<file path="src/rtl/sram_cfg.svh">
`ifndef SRAM_CFG_SVH
`define SRAM_CFG_SVH
`define SRAM_ADDR_W 14
`define SRAM_DATA_W 4
`define SRAM_DEPTH 16384
`define SRAM_ADDR_ZERO 14'h0000
`define SRAM_DATA_ZERO 4'h0
`endif

</file>
<file path="src/rtl/sram_pkg.sv">
`include "sram_cfg.svh"
package sram_pkg;
  typedef logic [`SRAM_ADDR_W-1:0] addr_t;
  typedef logic [`SRAM_DATA_W-1:0] data_t;
  typedef enum logic [2:0] {
    CTL_IDLE = 3'h1,
    CTL_WRITE = 3'h2,
    CTL_READ = 3'h4
  } ctl_state_t;
endpackage : sram_pkg

</file>
<file path="src/rtl/sram_link_if.sv">
`timescale 1ns/10ps
interface sram_link_if;
  logic mem_clock;
  sram_pkg::addr_t addr_in;
  sram_pkg::data_t din;
  logic write_strobe_n;
  logic output_enable_n;
  sram_pkg::data_t dout;
  logic dout_oe;
  modport device (input mem_clock, input addr_in, input din, input write_strobe_n,
    input output_enable_n, output dout, output dout_oe);
  modport host (output mem_clock, output addr_in, output din, output write_strobe_n,
    output output_enable_n, input dout, input dout_oe);
endinterface : sram_link_if

</file>
<file path="src/rtl/sram_bus_ctrl.sv">
`timescale 1ns/10ps
`include "sram_cfg.svh"
module sram_bus_ctrl (
  // System
  input wire logic clk_sys,
  input wire logic srst,
  input wire logic clk_en,
  // Request
  input wire logic req_valid,
  input wire logic req_write,
  input wire sram_pkg::addr_t req_addr,
  input wire sram_pkg::data_t req_wdata,
  output logic req_ready,
  // Answer
  output logic rsp_valid,
  output sram_pkg::data_t rsp_rdata,
  // Output enable level
  input wire logic oe_req_n,
  // Link
  sram_link_if.host link
);
  import sram_pkg::*;

  typedef struct packed {
    ctl_state_t state;
    logic clk;
    addr_t addr;
    data_t wdata;
    logic wr_n;
    logic oe_n;
    logic ready;
    logic rsp;
    data_t rdata;
    logic seen;
  } ctl_t;

  ctl_t st_r;
  ctl_t st_nxt;

  // Memory clock is clk_sys divided by two and runs free; address, data and strobe change as it
  // falls, which gives a full clk_sys of setup before the rise.
  always_comb begin
    st_nxt = st_r;
    st_nxt.clk = ~st_r.clk;
    st_nxt.rsp = 1'b0;
    st_nxt.oe_n = oe_req_n;
    unique case (st_r.state)
      CTL_IDLE: begin
        st_nxt.ready = 1'b1;
        st_nxt.wr_n = 1'b1;
        st_nxt.seen = 1'b0;
      end
      CTL_WRITE: begin
        // Ready opens early so a following write rides the capturing rise
        if (~st_r.clk) begin
          st_nxt.ready = 1'b1;
        end else begin
          st_nxt.wr_n = 1'b1;
          st_nxt.state = CTL_IDLE;
        end
      end
      CTL_READ: begin
        // First rise captures the access, the next one samples the low-phase data
        if (st_r.clk) begin
          st_nxt.seen = 1'b1;
          if (st_r.seen) begin
            st_nxt.state = CTL_IDLE;
            st_nxt.ready = 1'b1;
            st_nxt.seen = 1'b0;
            if (link.dout_oe) begin
              st_nxt.rsp = 1'b1;
              st_nxt.rdata = link.dout;
            end
          end
        end
      end
      default: st_nxt.state = CTL_IDLE;
    endcase
    if (st_r.clk & st_r.ready & req_valid) begin
      st_nxt.addr = req_addr;
      st_nxt.wdata = req_wdata;
      st_nxt.wr_n = ~req_write;
      st_nxt.ready = 1'b0;
      st_nxt.seen = 1'b0;
      st_nxt.state = req_write ? CTL_WRITE : CTL_READ;
    end
  end

  always_ff @(posedge clk_sys) begin
    if (srst) begin
      st_r <= '{state: CTL_IDLE, clk: 1'b0, addr: `SRAM_ADDR_ZERO, wdata: `SRAM_DATA_ZERO,
                wr_n: 1'b1, oe_n: 1'b1, ready: 1'b0, rsp: 1'b0, rdata: `SRAM_DATA_ZERO, seen: 1'b0};
    end else if (clk_en) begin
      st_r <= st_nxt;
    end
  end

  assign req_ready = st_r.ready;
  assign rsp_valid = st_r.rsp;
  assign rsp_rdata = st_r.rdata;
  assign link.mem_clock = st_r.clk;
  assign link.addr_in = st_r.addr;
  assign link.din = st_r.wdata;
  assign link.write_strobe_n = st_r.wr_n;
  assign link.output_enable_n = st_r.oe_n;
endmodule : sram_bus_ctrl

</file>
<file path="src/flat_wrapper.sv">
// flat-port wrapper written by rule: the top's interface ports become plain ports
module sram_bus_ctrl_flat import sram_pkg::*;
  (clk_sys, srst, clk_en, req_valid, req_write, req_addr, req_wdata, req_ready, rsp_valid, rsp_rdata, oe_req_n, link_mem_clock, link_addr_in, link_din, link_write_strobe_n, link_output_enable_n, link_dout, link_dout_oe);
  sram_link_if link_i ();
  input wire logic clk_sys;
  input wire logic srst;
  input wire logic clk_en;
  input wire logic req_valid;
  input wire logic req_write;
  input wire sram_pkg::addr_t req_addr;
  input wire sram_pkg::data_t req_wdata;
  output logic req_ready;
  output logic rsp_valid;
  output sram_pkg::data_t rsp_rdata;
  input wire logic oe_req_n;
  output wire logic [$bits(link_i.mem_clock)-1:0] link_mem_clock;
  output wire logic [$bits(link_i.addr_in)-1:0] link_addr_in;
  output wire logic [$bits(link_i.din)-1:0] link_din;
  output wire logic [$bits(link_i.write_strobe_n)-1:0] link_write_strobe_n;
  output wire logic [$bits(link_i.output_enable_n)-1:0] link_output_enable_n;
  input wire logic [$bits(link_i.dout)-1:0] link_dout;
  input wire logic [$bits(link_i.dout_oe)-1:0] link_dout_oe;
  assign link_mem_clock = link_i.mem_clock;
  assign link_addr_in = link_i.addr_in;
  assign link_din = link_i.din;
  assign link_write_strobe_n = link_i.write_strobe_n;
  assign link_output_enable_n = link_i.output_enable_n;
  assign link_i.dout = link_dout;
  assign link_i.dout_oe = link_dout_oe;
  sram_bus_ctrl u_core (.clk_sys(clk_sys), .srst(srst), .clk_en(clk_en), .req_valid(req_valid), .req_write(req_write), .req_addr(req_addr), .req_wdata(req_wdata), .req_ready(req_ready), .rsp_valid(rsp_valid), .rsp_rdata(rsp_rdata), .oe_req_n(oe_req_n), .link(link_i));
endmodule
</file>
<file path="config.mk">
export PLATFORM = sky130hd
export DESIGN_NAME = sram_bus_ctrl_flat
export DESIGN_NICKNAME = d
export VERILOG_FILES = /design/src/rtl/sram_pkg.sv /design/src/rtl/sram_link_if.sv /design/src/rtl/sram_bus_ctrl.sv /design/src/flat_wrapper.sv
export VERILOG_INCLUDE_DIRS = /design/src /design/src/rtl
export SDC_FILE = /design/constraint.sdc
export NUM_CORES = 1
export LEC_CHECK = 0
export ABC_AREA = 1
export BUFFER_PORTS_ARGS = -buffer_cell sky130_fd_sc_hd__buf_4
export CORE_MARGIN = 10
export CORE_UTILIZATION = 45
export CTS_BUF_LIST = sky130_fd_sc_hd__clkbuf_4 sky130_fd_sc_hd__clkbuf_8
export DETAILED_ROUTE_END_ITERATION = 8
export PLACE_DENSITY_LB_ADDON = 0.2
export REMOVE_ABC_BUFFERS = 1
export SYNTH_ARGS = -nofsm -noshare
export SYNTH_HDL_FRONTEND = slang
export SYNTH_SLANG_ARGS = --single-unit
export TNS_END_PERCENT = 100
</file>
<file path="constraint.sdc">
create_clock -name clk_sys -period 2.7 [get_ports clk_sys]
set_clock_uncertainty 0.1 [all_clocks]
set_input_delay 0.81 -clock clk_sys [delete_from_list [all_inputs] [get_ports clk_sys]]
set_output_delay 0.81 -clock clk_sys [all_outputs]
set_load 0.005 [all_outputs]
</file>
* Yosys cells after proc, flatten, opt, wreduce, memory -nomap -nowiden
Cells that the tools add are included.
** Storage, ports and cells
- Bits in registers :: 31
- Output and inout bits :: 27
- Word-level logic and storage cells :: 49
** Cells by class
- Equal/unequal tests :: 8
- Multiplexer cells :: 18
- Bitwise logic cells :: 4
- Reductions and logical operators :: 9
** Operators by type and width (count)
- 3-bit 2-to-1 mux :: 5
- 5-bit AND reduction :: 3
- 7-bit 2-to-1 mux :: 2
- 5-bit 2-to-1 mux :: 2
- 3-bit by 1-bit != test with 1-bit output (second input constant) :: 3
- 3-bit one-hot mux with 3 select lines :: 1
- 3-bit AND reduction :: 2
- 3-bit nonzero test :: 2
- 1-bit 2-to-1 mux :: 5
- 1-bit one-hot mux with 2 select lines :: 2
- 4-bit nonzero test :: 1
- 3-bit by 1-bit == test with 1-bit output (second input constant) :: 1
- 3-bit by 2-bit == test with 1-bit output (second input constant) :: 1
- 3-bit == test (second input constant) :: 1
- 3-bit != test (second input constant) :: 1
- 1-bit one-hot mux with 3 select lines :: 1
- 1-bit bitwise AND :: 2
- 2-bit by 1-bit != test with 1-bit output (second input constant) :: 1
- 1-bit inverter :: 2
- 2-bit AND reduction :: 1

* Longest topological paths before layout
- Depth after elaboration :: 5
- Mapped depth :: 8
- Depth with buffers taken out :: 8

* Least setup slack after synthesis
Ideal clock, no wire load.
- Path type :: input port to flip-flop
- From :: input clk_en
- To :: register u_core.st_r (netlist bit u_core.req_ready)
- Arrival time :: 1.459 ns
- Required time :: 2.530 ns
- Slack :: 1.071 ns
- Cell stages on the path :: 6
- Path through :: inv_1 nor2_8 inv_4 buf_6 nand2_1 a21oi_1
** Between the ends
- Word-level cells in the longest chain between the ends :: 1
** RTL lines
- start, declared :: line flat_wrapper.sv:7 : input wire logic clk_en;
- 5-bit AND reduction (no line)
- end signal, assigned :: line sram_bus_ctrl.sv:91 : st_r <= '{state: CTL_IDLE, clk: 1'b0, addr: `SRAM_ADDR_ZERO, wdata: `SRAM_DATA_ZERO,
- end signal, assigned :: line sram_bus_ctrl.sv:94 : st_r <= st_nxt;
- end, declared :: line sram_bus_ctrl.sv:37 : ctl_t st_r;
Every way passes these cells.
A chain may end at the register's enable or synchronous reset.

* Worst setup path in the final report
- From :: register u_core.st_r (netlist bit u_core.link.mem_clock)
- To :: output link_mem_clock
** RTL lines
- end, declared :: line flat_wrapper.sv:16 : output wire logic [$bits(link_i.mem_clock)-1:0] link_mem_clock;
No word-level cell between the ends.

==> reports/summary.txt <==
Status = finished clean
Vias = 1293
Reg2Reg Capture Point = u_core.link.addr_in[13]$_SDFFE_PP0P_
First-pass GRT wire length = 5.878 mm
Total track usage = 11.89%
Die Y = 77.76 µm
Register area = 620.6 µm²
EDFF count, synth = 0
Vias per cell = 4.601
FF+latch count, synth = 31
CTS tree = done
FF-to-FF setup slack = 1.22 ns
TritonCTS Sinks = 31
Starting Density = 48.00%
Final number of setup-violating endpoints = 0
RSZ-0062 raised after global routing = false
Worst Setup SP = u_core.link.mem_clock$_SDFFE_PP0P_
Detailed Routing Iterations Pass 1 = 4
Leak Pwr = 0.0009056 µW
Number of hold buffers added after cts = 0
Slowest cell on the critical path = dfxtp_1
Fin. max-slew vios = 0
Fin nets = 265
DRT Wirelength = 3.477 mm
Worst-path cell chain = buf_4
Post-synth top flop = dfxtp_1
Min-delay worst type = register to register
Max Fclk = 0.5306 GHz
Tightest Pin Transition = 0.2743 ns
Multi-input gate area = 614.3 µm²
Post-route DRC = 0
Yosys top cell by area = dfxtp_1
Clock latency on the worst-skew pair = 0.32 ns
Delay-heaviest family, CP = flip-flops
N_diodes = 0
Post-CTS Setup Bufs = 0
Arrival @ worst endpoint = 0.97 ns
Seq/Total Area, Yosys = 41.33%
R2R depth = 5
Crit path largest cell delay = 0.49 ns
Overflow after GRT = 0
Remaining antenna violation count = 0
Clk slew on worst S/H paths = 0.09 ns
FF-to-FF Start = u_core.link.mem_clock$_SDFFE_PP0P_
Setup TNS = 0 ns
Syn Inst Count = 200
Synth area leaders = dfxtp_1 41%, buf_4 11%, nor2_1 8.8%
Post-CTS Resized = 0
Clock Path Buffers = 2
Fin crit period = 1.885 ns
Worst Setup Start Kind = register
Worst EP required = 1.79 ns
Asr flop ratio synth = 0%
CTS Buf Count = 5
# H-tree levels = 2
GPL Wtd Cong = 0.8654
Initial antenna violation count = 0
Final period utilization = 69.81%
Hold path endpoint = u_core.rsp_rdata[0]$_SDFFE_PP0P_
Hold Vio Cnt, Final = 0
Share of layout cells above drive strength 1 = 35.44%
Crit Path Max Fanout = 6
Filler cells = 303
Final Cell Area = 0.001849 mm²
Slew margin rel. = 81.69%
Io pins = 56
Post-synthesis average cell area = 7.507 µm²
Commonest cells after routing, fill and taps aside = 56 x buf_4, 35 x nor2_1, 31 x dfxtp_1
DIE AREA = 0.006047 mm²
Worst VDD drop = 0.3220 mV
CP bufs+invs = 1
Post-synth cell types = 22
Leading cell type in the layout, fill and taps excluded = buf_4
Clk root buf = clkbuf_4
IO buf count = 55
Dpl hpwl = 2.683 mm
Setup crit end kind = primary output
Mapped Area = 0.001501 mm²
Via count of the first global-routing pass = 1287
Hold depth = 2
Core area = 0.003128 mm²
Placed cell area = 0.001777 mm²
Synth top area share = 41.33%
Hold path start = u_core.rsp_rdata[0]$_SDFFE_PP0P_
Area Overhead vs Synth = 23.17%
Yosys warns = 0
Initial DRC Count = 65
Die width = 77.76 µm
Power Density = 613.4 mW/mm²
Max_cap viols = 0
Drt wl/cell = 12.37 µm
Crit Path Category = register to primary output
Largest net degree at the start of global routing = 30
Cell Rows = 20
## worst max-delay path by stage
stage | to | slack, ns | depth (start not counted)
floorplan | u_core.link.addr_in[0]$_SDFFE_PP0P_ | 1.07 | 5
global placement | u_core.link.addr_in[4]$_SDFFE_PP0P_ | 0.82 | 6
detailed placement | u_core.link.addr_in[13]$_SDFFE_PP0P_ | 0.79 | 6
CTS | link_mem_clock | 0.79 | 1
global route | link_mem_clock | 0.75 | 1
finish | link_mem_clock | 0.82 | 1
## worst register-to-register path: cells and delay by family, from the launching register on
| kind | cells | cell delay (ns) |
|---|---|---|
| AND/OR/NAND/NOR | 4 | 0.64 |
| flip-flops | 1 | 0.49 |
| buffers and inverters | 1 | 0.16 |
## synth_stat cells (9+ instances only)
master    n
nor2_1   35
dfxtp_1  31
nand2_1  26
buf_4    22
inv_1    15
o21ai_0  13
nor2_2   11
o21ai_1  11
nand3_1  10
a21oi_1   9
## cells by family (layout without fill, tap and decap cells)
family	Yosys count	count (layout)	synth area share, %
flip-flops	31	31	41.33
AND/OR/NAND/NOR	92	92	29.92
buffers and inverters	44	81	17.75
AO/OA/AOI/OAI	33	33	11.00
## power by group
| part | internal [µW] | switching [µW] |
|---|---|---|
| sequential | 494 | 39.4 |
| combinational | 128 | 162 |
| clock | 163 | 148 |
## stage by stage
| stage | worst slack (ns) | util, % | total power [µW] | hold WS, ns | instances |
|---|---|---|---|---|---|
| global placement | 0.8185 | 56.80 | 833.2 | 0.3330 | 273 |
| global route | 0.7532 | 59.12 | 1215 | 0.3761 | 281 |
| CTS | 0.7900 | 59.12 | 1155 | 0.3516 | 281 |
| finish | 0.8152 | 59.12 | 1134 | 0.3481 | 281 |
| detailed placement | 0.7887 | 56.80 | 837.3 | 0.3369 | 273 |
| floorplan | 1.074 | - | 728.4 | 0.3421 | 173 |
## metal layers
layer  GRT usage (%)  vias to the layer above  share of wire (%)
li1                -                      684                  -
met1           13.40                      570                 43
met2           18.57                       37                 48
met3           6.682                        2                8.3
met4           3.832                        0               0.52
met5               0                        -                  0
## cell type report
| type | instances | share of cell area, % |
|---|---|---|
| Clock buffer | 8 | 3.924 |
| Inverter | 17 | 3.586 |
| Multi-Input combinational cell | 125 | 33.22 |
| Sequential cell | 31 | 33.56 |
| Tap cell | 44 | 2.977 |
| Timing Repair Buffer | 56 | 22.73 |
## state kept, by name, summed over array words and instances (netlist names)
register / flops
u_core.req_ready: 1
u_core.link.addr_in: 14
u_core.link.output_enable_n: 1
u_core.st_r: 4
u_core.rsp_rdata: 4
u_core.link.mem_clock: 1
u_core.link.din: 4
u_core.rsp_valid: 1
u_core.link.write_strobe_n: 1
Power figures use the tool's default switching activity.
